[config.mk]
export PLATFORM = sky130hd
export DESIGN_NAME = acsr_top
export DESIGN_NICKNAME = d
export VERILOG_FILES = /design/src/acsr_pkg.sv /design/src/acsr_top.sv /design/src/acsr_cfg_decode.sv
export SDC_FILE = /design/constraint.sdc
export NUM_CORES = 1
export LEC_CHECK = 0
export BUFFER_PORTS_ARGS = -buffer_cell sky130_fd_sc_hd__buf_2
export CAP_MARGIN = 15
export CORE_UTILIZATION = 35
export CTS_CLUSTER_DIAMETER = 200
export CTS_CLUSTER_SIZE = 24
export DETAILED_ROUTE_END_ITERATION = 10
export HOLD_SLACK_MARGIN = 0.05
export PLACE_DENSITY_LB_ADDON = 0.15
export SYNTH_ARGS = -nofsm -noshare
export SYNTH_HDL_FRONTEND = slang
export SYNTH_SLANG_ARGS = --single-unit
[constraint.sdc]
create_clock -name SYS_CLK_I -period 3.31 [get_ports SYS_CLK_I]
set_clock_uncertainty 0.2 [all_clocks]
set_input_delay 0.1655 -clock SYS_CLK_I [delete_from_list [all_inputs] [get_ports SYS_CLK_I]]
set_output_delay 0.1655 -clock SYS_CLK_I [all_outputs]
set_load 0.02 [all_outputs]
[src/acsr_pkg.sv]
// shared constants and types of the acceleration status and configuration registers
package acsr_pkg;

  // register indices; the byte address on the bus is four times the index
  localparam logic [7:0] IDX_FIFO_COUNT_LOW = 8'h24;
  localparam logic [7:0] IDX_FIFO_COUNT_HIGH = 8'h25;
  localparam logic [7:0] IDX_FIFO_READ_PORT = 8'h26;
  localparam logic [7:0] IDX_MOTION_CLASS = 8'h27;
  localparam logic [7:0] IDX_ENGINE_HEALTH = 8'h2a;
  localparam logic [7:0] IDX_ACCEL_SAMPLING_CFG = 8'h40;
  localparam logic [7:0] IDX_AXIS_REMAP = 8'h58;

  // reset values
  localparam logic [7:0] RST_ACCEL_SAMPLING_CFG = 8'ha8;
  localparam logic [5:0] RST_AXIS_REMAP = 6'h24;
  localparam logic [13:0] RST_FIFO_COUNT = 14'h0000;
  localparam logic [7:0] RST_READ_DATA = 8'h00;

  // sampling configuration fields
  localparam int CFG_PERF_BIT = 7;
  localparam int CFG_BW_LSB = 4;
  localparam int CFG_RATE_LSB = 0;

  // engine health fields
  localparam int HEALTH_AXIS_FAULT_BIT = 5;
  localparam int HEALTH_SLOW_FAULT_BIT = 6;
  localparam int HEALTH_WAKE_FAULT_BIT = 7;

  // rate codes
  localparam logic [3:0] RATE_FIRST = 4'h1;
  localparam logic [3:0] RATE_50HZ = 4'h7;
  localparam logic [3:0] RATE_LAST = 4'hc;

  // bandwidth codes in continuous filter mode
  localparam logic [2:0] BW_QUAD = 3'h0;
  localparam logic [2:0] BW_DUAL = 3'h1;
  localparam logic [2:0] BW_NORMAL = 3'h2;

  typedef enum logic [1:0] {
    OVS_NORMAL = 2'h0,
    OVS_DUAL = 2'h1,
    OVS_QUAD = 2'h2,
    OVS_NONE = 2'h3
  } acsr_ovs_type;

  typedef enum logic [1:0] {
    PH_IDLE = 2'b01,
    PH_RESP = 2'b10
  } acsr_phase_type;

  typedef struct packed {
    acsr_phase_type phase;
    logic ack;
    logic pop_due;
    logic [7:0] rdat;
    logic [7:0] cfg;
    logic [5:0] remap;
    logic [13:0] count;
  } acsr_state_type;

endpackage

[src/acsr_top.sv]
// status and sampling configuration registers behind a classic wishbone slave
// Notes on behaviour
// - upper count register shows fill count bits 13:8
// - lower count register shows fill count bits 7:0
// - read port returns next buffered byte
// - motion class is a two-bit read-only field
// - engine state message in four low bits
// - bit 5 flags non-unique axis remapping
// - bit 6 flags rate below 50 Hz need
// - bit 7 flags rate below wakeup need
// - sampling config resets to a8, read-write fields
// - rate codes 1..c map to doubling rates
// - rate does not depend on power mode
// - continuous mode bandwidth picks oversampling ratio
// - averaging mode averages two to the n
// - top config bit picks averaging or filter
`timescale 1ns/1ps
`default_nettype none

module acsr_top #(
  parameter logic [3:0] WAKE_MIN_RATE = 4'h8
) (
  input wire logic SYS_CLK_I,
  input wire logic RESET_N_I,
  input wire logic CYC_I,
  input wire logic STB_I,
  input wire logic WE_I,
  input wire logic [9:0] ADR_I,
  input wire logic [3:0] SEL_I,
  input wire logic [31:0] DAT_I,
  output logic [31:0] DAT_O,
  output logic ACK_O,
  input wire logic FIFO_PUSH_I,
  input wire logic [7:0] FIFO_HEAD_I,
  output logic FIFO_POP_O,
  input wire logic [1:0] MOTION_CLASS_I,
  input wire logic [3:0] ENGINE_STATE_I,
  input wire logic SLOW_FEAT_EN_I,
  input wire logic WAKE_EN_I,
  output logic [3:0] RATE_CODE_O,
  output logic [11:0] RATE_STEPS_O,
  output logic RATE_VALID_O,
  output logic PERF_MODE_O,
  output logic [1:0] OVERSAMPLE_O,
  output logic [2:0] AVG_LOG2_O,
  output logic BW_VALID_O,
  output logic [5:0] AXIS_REMAP_O
);

  acsr_pkg::acsr_state_type state_ff;
  acsr_pkg::acsr_state_type nxt_state;
  acsr_pkg::acsr_ovs_type ovs;

  logic [7:0] idx;
  logic req;
  logic count_nz;
  logic consume;
  logic wr_take;
  logic axis_fault;
  logic slow_fault;
  logic wake_fault;
  logic [7:0] health;
  logic [1:0] ax_x;
  logic [1:0] ax_y;
  logic [1:0] ax_z;

  acsr_cfg_decode u_decode (
    .cfg_i(state_ff.cfg),
    .rate_code_o(RATE_CODE_O),
    .rate_steps_o(RATE_STEPS_O),
    .rate_valid_o(RATE_VALID_O),
    .perf_mode_o(PERF_MODE_O),
    .oversample_o(ovs),
    .avg_log2_o(AVG_LOG2_O),
    .bw_valid_o(BW_VALID_O)
  );

  assign OVERSAMPLE_O = ovs;
  assign AXIS_REMAP_O = state_ff.remap;
  assign ACK_O = state_ff.ack;
  assign DAT_O = {24'h000000, state_ff.rdat};

  always_comb begin
    idx = ADR_I[9:2];
    req = CYC_I && STB_I;
    count_nz = (state_ff.count != 14'h0000);
    // the pop happens at the edge where the master takes the answer, so a
    // stalled master never loses a byte
    // only a read taken with data pops, so a push landing after an empty read is kept
    consume = state_ff.ack && req && !WE_I &&
              (idx == acsr_pkg::IDX_FIFO_READ_PORT) && state_ff.pop_due;
    wr_take = state_ff.ack && req && WE_I && SEL_I[0];
    ax_x = state_ff.remap[1:0];
    ax_y = state_ff.remap[3:2];
    ax_z = state_ff.remap[5:4];
    // each target must take a distinct source axis, code 3 names no axis
    axis_fault = (ax_x == ax_y) || (ax_x == ax_z) || (ax_y == ax_z) ||
                 (ax_x == 2'h3) || (ax_y == 2'h3) || (ax_z == 2'h3);
    slow_fault = SLOW_FEAT_EN_I && (RATE_CODE_O < acsr_pkg::RATE_50HZ);
    wake_fault = WAKE_EN_I && (RATE_CODE_O < WAKE_MIN_RATE);
    health = 8'h00;
    health[3:0] = ENGINE_STATE_I;
    health[acsr_pkg::HEALTH_AXIS_FAULT_BIT] = axis_fault;
    health[acsr_pkg::HEALTH_SLOW_FAULT_BIT] = slow_fault;
    health[acsr_pkg::HEALTH_WAKE_FAULT_BIT] = wake_fault;
  end

  assign FIFO_POP_O = consume;

  always_comb begin
    nxt_state = state_ff;
    case (state_ff.phase)
      acsr_pkg::PH_IDLE: begin
        nxt_state.ack = 1'b0;
        nxt_state.pop_due = 1'b0;
        if (req) begin
          nxt_state.phase = acsr_pkg::PH_RESP;
          nxt_state.ack = 1'b1;
          nxt_state.rdat = 8'h00;
          if (!WE_I) begin
            case (idx)
              acsr_pkg::IDX_FIFO_COUNT_LOW: nxt_state.rdat = state_ff.count[7:0];
              acsr_pkg::IDX_FIFO_COUNT_HIGH: begin
                nxt_state.rdat = {2'b00, state_ff.count[13:8]};
              end
              acsr_pkg::IDX_FIFO_READ_PORT: begin
                nxt_state.rdat = count_nz ? FIFO_HEAD_I : 8'h00;
                nxt_state.pop_due = count_nz;
              end
              acsr_pkg::IDX_MOTION_CLASS: nxt_state.rdat = {6'h00, MOTION_CLASS_I};
              acsr_pkg::IDX_ENGINE_HEALTH: nxt_state.rdat = health;
              acsr_pkg::IDX_ACCEL_SAMPLING_CFG: nxt_state.rdat = state_ff.cfg;
              acsr_pkg::IDX_AXIS_REMAP: nxt_state.rdat = {2'b00, state_ff.remap};
              default: nxt_state.rdat = 8'h00;
            endcase
          end
        end
      end
      acsr_pkg::PH_RESP: begin
        // the answer is given once; the master must drop its request
        nxt_state.phase = acsr_pkg::PH_IDLE;
        nxt_state.ack = 1'b0;
        nxt_state.pop_due = 1'b0;
        if (wr_take && (idx == acsr_pkg::IDX_ACCEL_SAMPLING_CFG)) begin
          nxt_state.cfg = DAT_I[7:0];
        end
        if (wr_take && (idx == acsr_pkg::IDX_AXIS_REMAP)) begin
          nxt_state.remap = DAT_I[5:0];
        end
      end
      default: begin
        nxt_state.phase = acsr_pkg::PH_IDLE;
        nxt_state.ack = 1'b0;
        nxt_state.pop_due = 1'b0;
      end
    endcase
    // a push in the same cycle as a pop leaves the count unchanged
    if (FIFO_PUSH_I && !consume && (state_ff.count != 14'h3fff)) begin
      nxt_state.count = state_ff.count + 14'h0001;
    end else if (consume && !FIFO_PUSH_I) begin
      nxt_state.count = state_ff.count - 14'h0001;
    end
  end

  always_ff @(posedge SYS_CLK_I or negedge RESET_N_I) begin
    if (!RESET_N_I) begin
      state_ff.phase <= acsr_pkg::PH_IDLE;
      state_ff.ack <= 1'b0;
      state_ff.pop_due <= 1'b0;
      state_ff.rdat <= acsr_pkg::RST_READ_DATA;
      state_ff.cfg <= acsr_pkg::RST_ACCEL_SAMPLING_CFG;
      state_ff.remap <= acsr_pkg::RST_AXIS_REMAP;
      state_ff.count <= acsr_pkg::RST_FIFO_COUNT;
    end else begin
      state_ff <= nxt_state;
    end
  end

  logic rd_ack;
  assign rd_ack = ACK_O && !WE_I;

  bus_ack_pulse_a: assert property (@(posedge SYS_CLK_I) disable iff (!RESET_N_I)
    ACK_O |=> !ACK_O)
    else $error("ack held longer than one cycle");

  bus_ack_follow_a: assert property (@(posedge SYS_CLK_I) disable iff (!RESET_N_I)
    (CYC_I && STB_I && !ACK_O && state_ff.phase == acsr_pkg::PH_IDLE) |=> ACK_O)
    else $error("request not answered in one cycle");

  count_high_a: assert property (@(posedge SYS_CLK_I) disable iff (!RESET_N_I)
    (rd_ack && $past(idx) == acsr_pkg::IDX_FIFO_COUNT_HIGH) |->
    (DAT_O == {26'h0, $past(state_ff.count[13:8])}))
    else $error("upper count read wrong");

  count_low_a: assert property (@(posedge SYS_CLK_I) disable iff (!RESET_N_I)
    (rd_ack && $past(idx) == acsr_pkg::IDX_FIFO_COUNT_LOW) |->
    (DAT_O[7:0] == $past(state_ff.count[7:0])))
    else $error("lower count read wrong");

  read_port_a: assert property (@(posedge SYS_CLK_I) disable iff (!RESET_N_I)
    (rd_ack && $past(idx) == acsr_pkg::IDX_FIFO_READ_PORT && $past(count_nz)) |->
    (DAT_O[7:0] == $past(FIFO_HEAD_I)))
    else $error("read port byte wrong");

  pop_count_a: assert property (@(posedge SYS_CLK_I) disable iff (!RESET_N_I)
    (FIFO_POP_O && !FIFO_PUSH_I) |=> (state_ff.count == $past(state_ff.count) - 14'h0001))
    else $error("pop did not lower count");

  motion_read_a: assert property (@(posedge SYS_CLK_I) disable iff (!RESET_N_I)
    (rd_ack && $past(idx) == acsr_pkg::IDX_MOTION_CLASS) |->
    (DAT_O == {30'h0, $past(MOTION_CLASS_I)}))
    else $error("motion class read wrong");

  health_msg_a: assert property (@(posedge SYS_CLK_I) disable iff (!RESET_N_I)
    (rd_ack && $past(idx) == acsr_pkg::IDX_ENGINE_HEALTH) |->
    (DAT_O[3:0] == $past(ENGINE_STATE_I) && DAT_O[4] == 1'b0))
    else $error("engine state read wrong");

  axis_fault_a: assert property (@(posedge SYS_CLK_I) disable iff (!RESET_N_I)
    (rd_ack && $past(idx) == acsr_pkg::IDX_ENGINE_HEALTH &&
     $past(AXIS_REMAP_O[1:0]) == $past(AXIS_REMAP_O[3:2])) |-> DAT_O[5])
    else $error("duplicate axis not flagged");

  slow_fault_a: assert property (@(posedge SYS_CLK_I) disable iff (!RESET_N_I)
    (rd_ack && $past(idx) == acsr_pkg::IDX_ENGINE_HEALTH) |->
    (DAT_O[6] == ($past(SLOW_FEAT_EN_I) && $past(RATE_CODE_O) < 4'h7)))
    else $error("slow feature fault wrong");

  wake_fault_a: assert property (@(posedge SYS_CLK_I) disable iff (!RESET_N_I)
    (rd_ack && $past(idx) == acsr_pkg::IDX_ENGINE_HEALTH && !$past(WAKE_EN_I)) |->
    !DAT_O[7])
    else $error("wake fault without wakeup");

  cfg_write_a: assert property (@(posedge SYS_CLK_I) disable iff (!RESET_N_I)
    (ACK_O && CYC_I && STB_I && WE_I && SEL_I[0] && idx == acsr_pkg::IDX_ACCEL_SAMPLING_CFG)
    |=> (RATE_CODE_O == $past(DAT_I[3:0]) && PERF_MODE_O == $past(DAT_I[7])))
    else $error("config write lost");

  quad_mode_a: assert property (@(posedge SYS_CLK_I) disable iff (!RESET_N_I)
    (PERF_MODE_O && state_ff.cfg[6:4] == 3'h0) |-> (OVERSAMPLE_O == 2'h2 && AVG_LOG2_O == 3'h0))
    else $error("quad oversample not chosen");

  avg_mode_a: assert property (@(posedge SYS_CLK_I) disable iff (!RESET_N_I)
    !PERF_MODE_O |-> (AVG_LOG2_O == state_ff.cfg[6:4] && BW_VALID_O))
    else $error("averaging count wrong");

  rate_map_a: assert property (@(posedge SYS_CLK_I) disable iff (!RESET_N_I)
    (RATE_CODE_O == 4'hc) |-> (RATE_STEPS_O == 12'h800 && RATE_VALID_O))
    else $error("top rate code wrong");

  rate_reserved_a: assert property (@(posedge SYS_CLK_I) disable iff (!RESET_N_I)
    (RATE_CODE_O == 4'h0 || RATE_CODE_O > 4'hc) |-> (!RATE_VALID_O && RATE_STEPS_O == 12'h000))
    else $error("reserved rate accepted");

  rate_fifty_a: assert property (@(posedge SYS_CLK_I) disable iff (!RESET_N_I)
    (RATE_CODE_O == 4'h7) |-> (RATE_STEPS_O == 12'h040 && RATE_VALID_O))
    else $error("fifty hertz code wrong");

  dual_mode_a: assert property (@(posedge SYS_CLK_I) disable iff (!RESET_N_I)
    (PERF_MODE_O && state_ff.cfg[6:4] == 3'h1) |-> (OVERSAMPLE_O == 2'h1 && BW_VALID_O))
    else $error("dual oversample not chosen");

  bw_reserved_a: assert property (@(posedge SYS_CLK_I) disable iff (!RESET_N_I)
    (PERF_MODE_O && state_ff.cfg[6:4] > 3'h2) |-> (!BW_VALID_O && OVERSAMPLE_O == 2'h3))
    else $error("reserved bandwidth accepted");

  filter_off_a: assert property (@(posedge SYS_CLK_I) disable iff (!RESET_N_I)
    !PERF_MODE_O |-> (OVERSAMPLE_O == 2'h3))
    else $error("filter active in averaging mode");

  empty_read_a: assert property (@(posedge SYS_CLK_I) disable iff (!RESET_N_I)
    (rd_ack && $past(idx) == acsr_pkg::IDX_FIFO_READ_PORT && !$past(count_nz)) |->
    (DAT_O == 32'h00000000 && !FIFO_POP_O))
    else $error("empty read port misbehaved");

  push_count_a: assert property (@(posedge SYS_CLK_I) disable iff (!RESET_N_I)
    (FIFO_PUSH_I && !FIFO_POP_O && state_ff.count != 14'h3fff) |=>
    (state_ff.count == $past(state_ff.count) + 14'h0001))
    else $error("push did not raise count");

  wake_fault_set_a: assert property (@(posedge SYS_CLK_I) disable iff (!RESET_N_I)
    (rd_ack && $past(idx) == acsr_pkg::IDX_ENGINE_HEALTH && $past(WAKE_EN_I) &&
     $past(RATE_CODE_O) < WAKE_MIN_RATE) |-> DAT_O[7])
    else $error("wake fault not flagged");

  axis_unused_a: assert property (@(posedge SYS_CLK_I) disable iff (!RESET_N_I)
    (rd_ack && $past(idx) == acsr_pkg::IDX_ENGINE_HEALTH &&
     $past(AXIS_REMAP_O[5:4]) == 2'h3) |-> DAT_O[5])
    else $error("unused source axis not flagged");

  sel_gate_a: assert property (@(posedge SYS_CLK_I) disable iff (!RESET_N_I)
    (ACK_O && CYC_I && STB_I && WE_I && !SEL_I[0]) |=> $stable(state_ff.cfg))
    else $error("write without byte enable took effect");

  pop_only_ack_a: assert property (@(posedge SYS_CLK_I) disable iff (!RESET_N_I)
    FIFO_POP_O |-> (ACK_O && !WE_I && state_ff.count != 14'h0000))
    else $error("pop outside a read answer");

  pop_cov_c: cover property (@(posedge SYS_CLK_I) disable iff (!RESET_N_I) FIFO_POP_O);
  cfg_cov_c: cover property (@(posedge SYS_CLK_I) disable iff (!RESET_N_I)
    ACK_O && WE_I && idx == acsr_pkg::IDX_ACCEL_SAMPLING_CFG);
  fault_cov_c: cover property (@(posedge SYS_CLK_I) disable iff (!RESET_N_I)
    rd_ack && DAT_O[5]);
  push_pop_c: cover property (@(posedge SYS_CLK_I) disable iff (!RESET_N_I)
    FIFO_POP_O && FIFO_PUSH_I);
  wake_cov_c: cover property (@(posedge SYS_CLK_I) disable iff (!RESET_N_I)
    rd_ack && DAT_O[7]);

endmodule

`default_nettype wire

[src/acsr_cfg_decode.sv]
// decoder of the sampling configuration byte into rate, filter and averaging settings
`timescale 1ns/1ps
`default_nettype none

module acsr_cfg_decode (
  input wire logic [7:0] cfg_i,
  output logic [3:0] rate_code_o,
  output logic [11:0] rate_steps_o,
  output logic rate_valid_o,
  output logic perf_mode_o,
  output acsr_pkg::acsr_ovs_type oversample_o,
  output logic [2:0] avg_log2_o,
  output logic bw_valid_o
);

  logic [2:0] bw;
  logic [3:0] rate_idx;

  always_comb begin
    bw = cfg_i[acsr_pkg::CFG_BW_LSB +: 3];
    rate_code_o = cfg_i[acsr_pkg::CFG_RATE_LSB +: 4];
    rate_idx = rate_code_o - acsr_pkg::RATE_FIRST;
    // rate in steps of 25/32 Hz: code 1 is one step, each code doubles
    rate_valid_o = (rate_code_o >= acsr_pkg::RATE_FIRST) &&
                   (rate_code_o <= acsr_pkg::RATE_LAST);
    rate_steps_o = rate_valid_o ? (12'h001 << rate_idx) : 12'h000;
    perf_mode_o = cfg_i[acsr_pkg::CFG_PERF_BIT];
    oversample_o = acsr_pkg::OVS_NONE;
    avg_log2_o = 3'h0;
    bw_valid_o = 1'b1;
    if (perf_mode_o) begin
      case (bw)
        acsr_pkg::BW_QUAD: oversample_o = acsr_pkg::OVS_QUAD;
        acsr_pkg::BW_DUAL: oversample_o = acsr_pkg::OVS_DUAL;
        acsr_pkg::BW_NORMAL: oversample_o = acsr_pkg::OVS_NORMAL;
        default: bw_valid_o = 1'b0;
      endcase
    end else begin
      avg_log2_o = bw;
    end
  end

endmodule

`default_nettype wire

==> metrics <==
status complete, but fails checks; failing checks DRC; Skew-Pair Late Insertion Delay 300 ps; Final Hold Fails 0; pin count of the biggest net entering global routing 41; drt wl/cell 15.7 um; placeable core region 0.00920 sq mm; setup slack of the most critical reg-to-reg path 210 ps; Final Net Count 537; power per cell area 582 mW/mm^2; number of buffers added by the clock tree synthesis step 5; via count of the routed design 3,045; Die W 99.1 um; number of setup buffers added after CTS 0; DIE AREA 0.00983 sq mm; met1 capacity usage during global routing 24.9%; worst-case vdd ir drop 0.000246 V; antenna diode instance count 0; total number of placement rows 35; via density per instance 5.36; I/O pin cnt 132; most used cells in the layout excluding fill and tap cells buf_2, dfrtp_1, buf_4; number of buffers inserted by port buffering 78; CP Capture Type flop; detailed placer's ending HPWL 7.06 mm; FMAX 322 MHz; WP data required 3350 ps; Leak 1.99 nW; post-detailed-route count of antenna-violating nets 0; grt ovf 0; Slew headroom 40.3%; worst hold path class in2reg; Iteration-0 DRC Markers 158; Max FO, Critical Path 8; routed wire length 8.94 mm; most frequent standard cell in the layout excluding fill and tap cells buf_2; number of different library cells in the post-synthesis netlist 69; clk sinks 40; final-layout setup total negative slack 0 ps; Least-Margin Pin Slew 895 ps; post-synthesis register bit count 40; number of global-route vias before repair 2,924; Final Critical Period 3100 ps; M2 GR Usage 32.1%; sequential share of the synthesized area 30.5%; number of DRC violations after detailed routing 2; GR met3 Demand/Resource 2.39%; worst-case hold slack 65.5 ps; starting density of the core 35.9%; gp weighted congestion 0.888; syn_area_per_cell 9.22 sq um; data arrival time of the critical path 3140 ps; antenna violations before repair 0; count of synthesis-stage warnings from yosys 0; Worst Hold End state_ff[36]; critical path class reg2reg; length in cells of the worst reg-to-reg path 9; wire length of the first global-routing pass 14.7 mm; largest buffer count on any clock path 2; final slew viol count 0; share of flip-flops with an asynchronous set or reset 100%; post-CTS clock slew at the launch and capture registers of the worst setup and hold paths 80 ps; number of flops mapped to enable cells by yosys 0; Cells on Worst Hold Path 3; Post-Syn Instances 358; clock tree from TritonCTS done; origin of the critical flop-to-flop path ACK_O; overall routing resource usage 18.8%; height of the die 99.1 um; Worst Min Path Start WE_I; share of cells above drive strength 1 34.1%; Max Cap Viol 0; main flop type after synthesis dfrtp_1; fin crit share 93.7%; TritonRoute pass-1 iters 8; synth-to-layout area growth 22.7%; startpoint type of the worst setup path flop; root buffer cell clkbuf_8; RSZ-0062 raised after global routing no; Top Usage Layer GRT met2; endpoints failing setup 0; htree depth 2; combined area of all synthesized cells 0.00330 sq mm; reg2reg end state_ff[9]
-- timing repair --
item	CTS	global route
hold buffers	16	0
endpoints found under the hold margin	54	0
endpoints found under the setup margin	0	7
resized for setup	0	3
-- worst max path at each step --
stage,start,endpoint,slack (ps),depth (start not counted)
global route,ACK_O,state_ff[13],10,11
global placement,state_ff[3],state_ff[12],90,10
finish,ACK_O,state_ff[9],210,9
detailed placement,state_ff[1],state_ff[12],50,10
CTS,state_ff[1],state_ff[12],0.3,10
floorplan,ACK_O,state_ff[13],80,10
-- cells in the mapped netlist (all sizes together), types with 9 or more instances --
library cell / n / area share [%]
nor2: 18 / 2.0
nand2: 20 / 2.6
o21ai: 11 / 1.7
nand3: 15 / 2.3
ha: 12 / 4.5
and3: 9 / 1.7
inv: 14 / 1.6
a21oi: 16 / 2.4
mux2: 20 / 6.8
buf: 48 / 11
dfrtp: 34 / 26
-- area by class of cell --
cell class	count	area (sq um)
Multi-Input combinational cell	271	1950
Tap cell	111	139
Clock inverter	1	30.0
Inverter	14	52.6
Clock buffer	7	96.3
Sequential cell	40	1010
Fill cell	929	5140
Timing Repair Buffer	124	776
-- critical path, cell delays in order, from the launching register on --
cell	delay, ps
dfrtp_1	380
and3_1	210
and4_4	190
or3_4	390
ha_1	310
a211oi_1	360
o211ai_1	180
buf_4	180
a2111oi_0	420
o41a_1	220
-- logic make-up (layout without fill, tap and decap cells) --
group | count (synthesis) | after routing | synth area share, %
XOR/XNOR | 8 | 8 | 2.12
other | 1 | 24 | 0.114
adder cells (fa/ha/maj) | 13 | 13 | 5.15
AO/OA/AOI/OAI | 87 | 87 | 20.0
flip-flops | 40 | 40 | 30.5
AND/OR/NAND/NOR | 117 | 117 | 21.2
multiplexers | 22 | 22 | 7.43
buffers and inverters | 70 | 146 | 13.4
-- report_power, final --
group          internal, mW  switching [mW]  total (mW)
sequential            0.579          0.0434       0.622
combinational         0.613           0.683        1.30
clock                 0.266           0.174       0.441
total                  1.46           0.901        2.36
-- flip-flops by register name, summed over array words and instances (netlist names) --
name and cells:
AXIS_REMAP_O 6, state_ff 25, DAT_O 8, ACK_O 1
-- metrics by stage --
step / cell area [sq um] / power (mW) / util [%] / std cells / setup slack [ps]
detailed placement: 3750 / 1.90 / 40.8 / 544 / 47.9
global placement: 3750 / 1.89 / 40.8 / 544 / 85.7
CTS: 4040 / 2.37 / 43.9 / 568 / 0.296
global route: 4050 / 2.55 / 44.1 / 568 / 10.5
finish: 4050 / 2.36 / 44.1 / 568 / 207
floorplan: 3390 / 1.44 / - / 381 / 79.6
-- routing by layer --
metal  wire length, um  vias to the layer above
met1              4090                     1457
met5                 0                        -
met4               123                        0
li1                  -                     1483
met2              4320                       95
met3               416                       10
No activity file was read; power rests on OpenSTA's default activity.
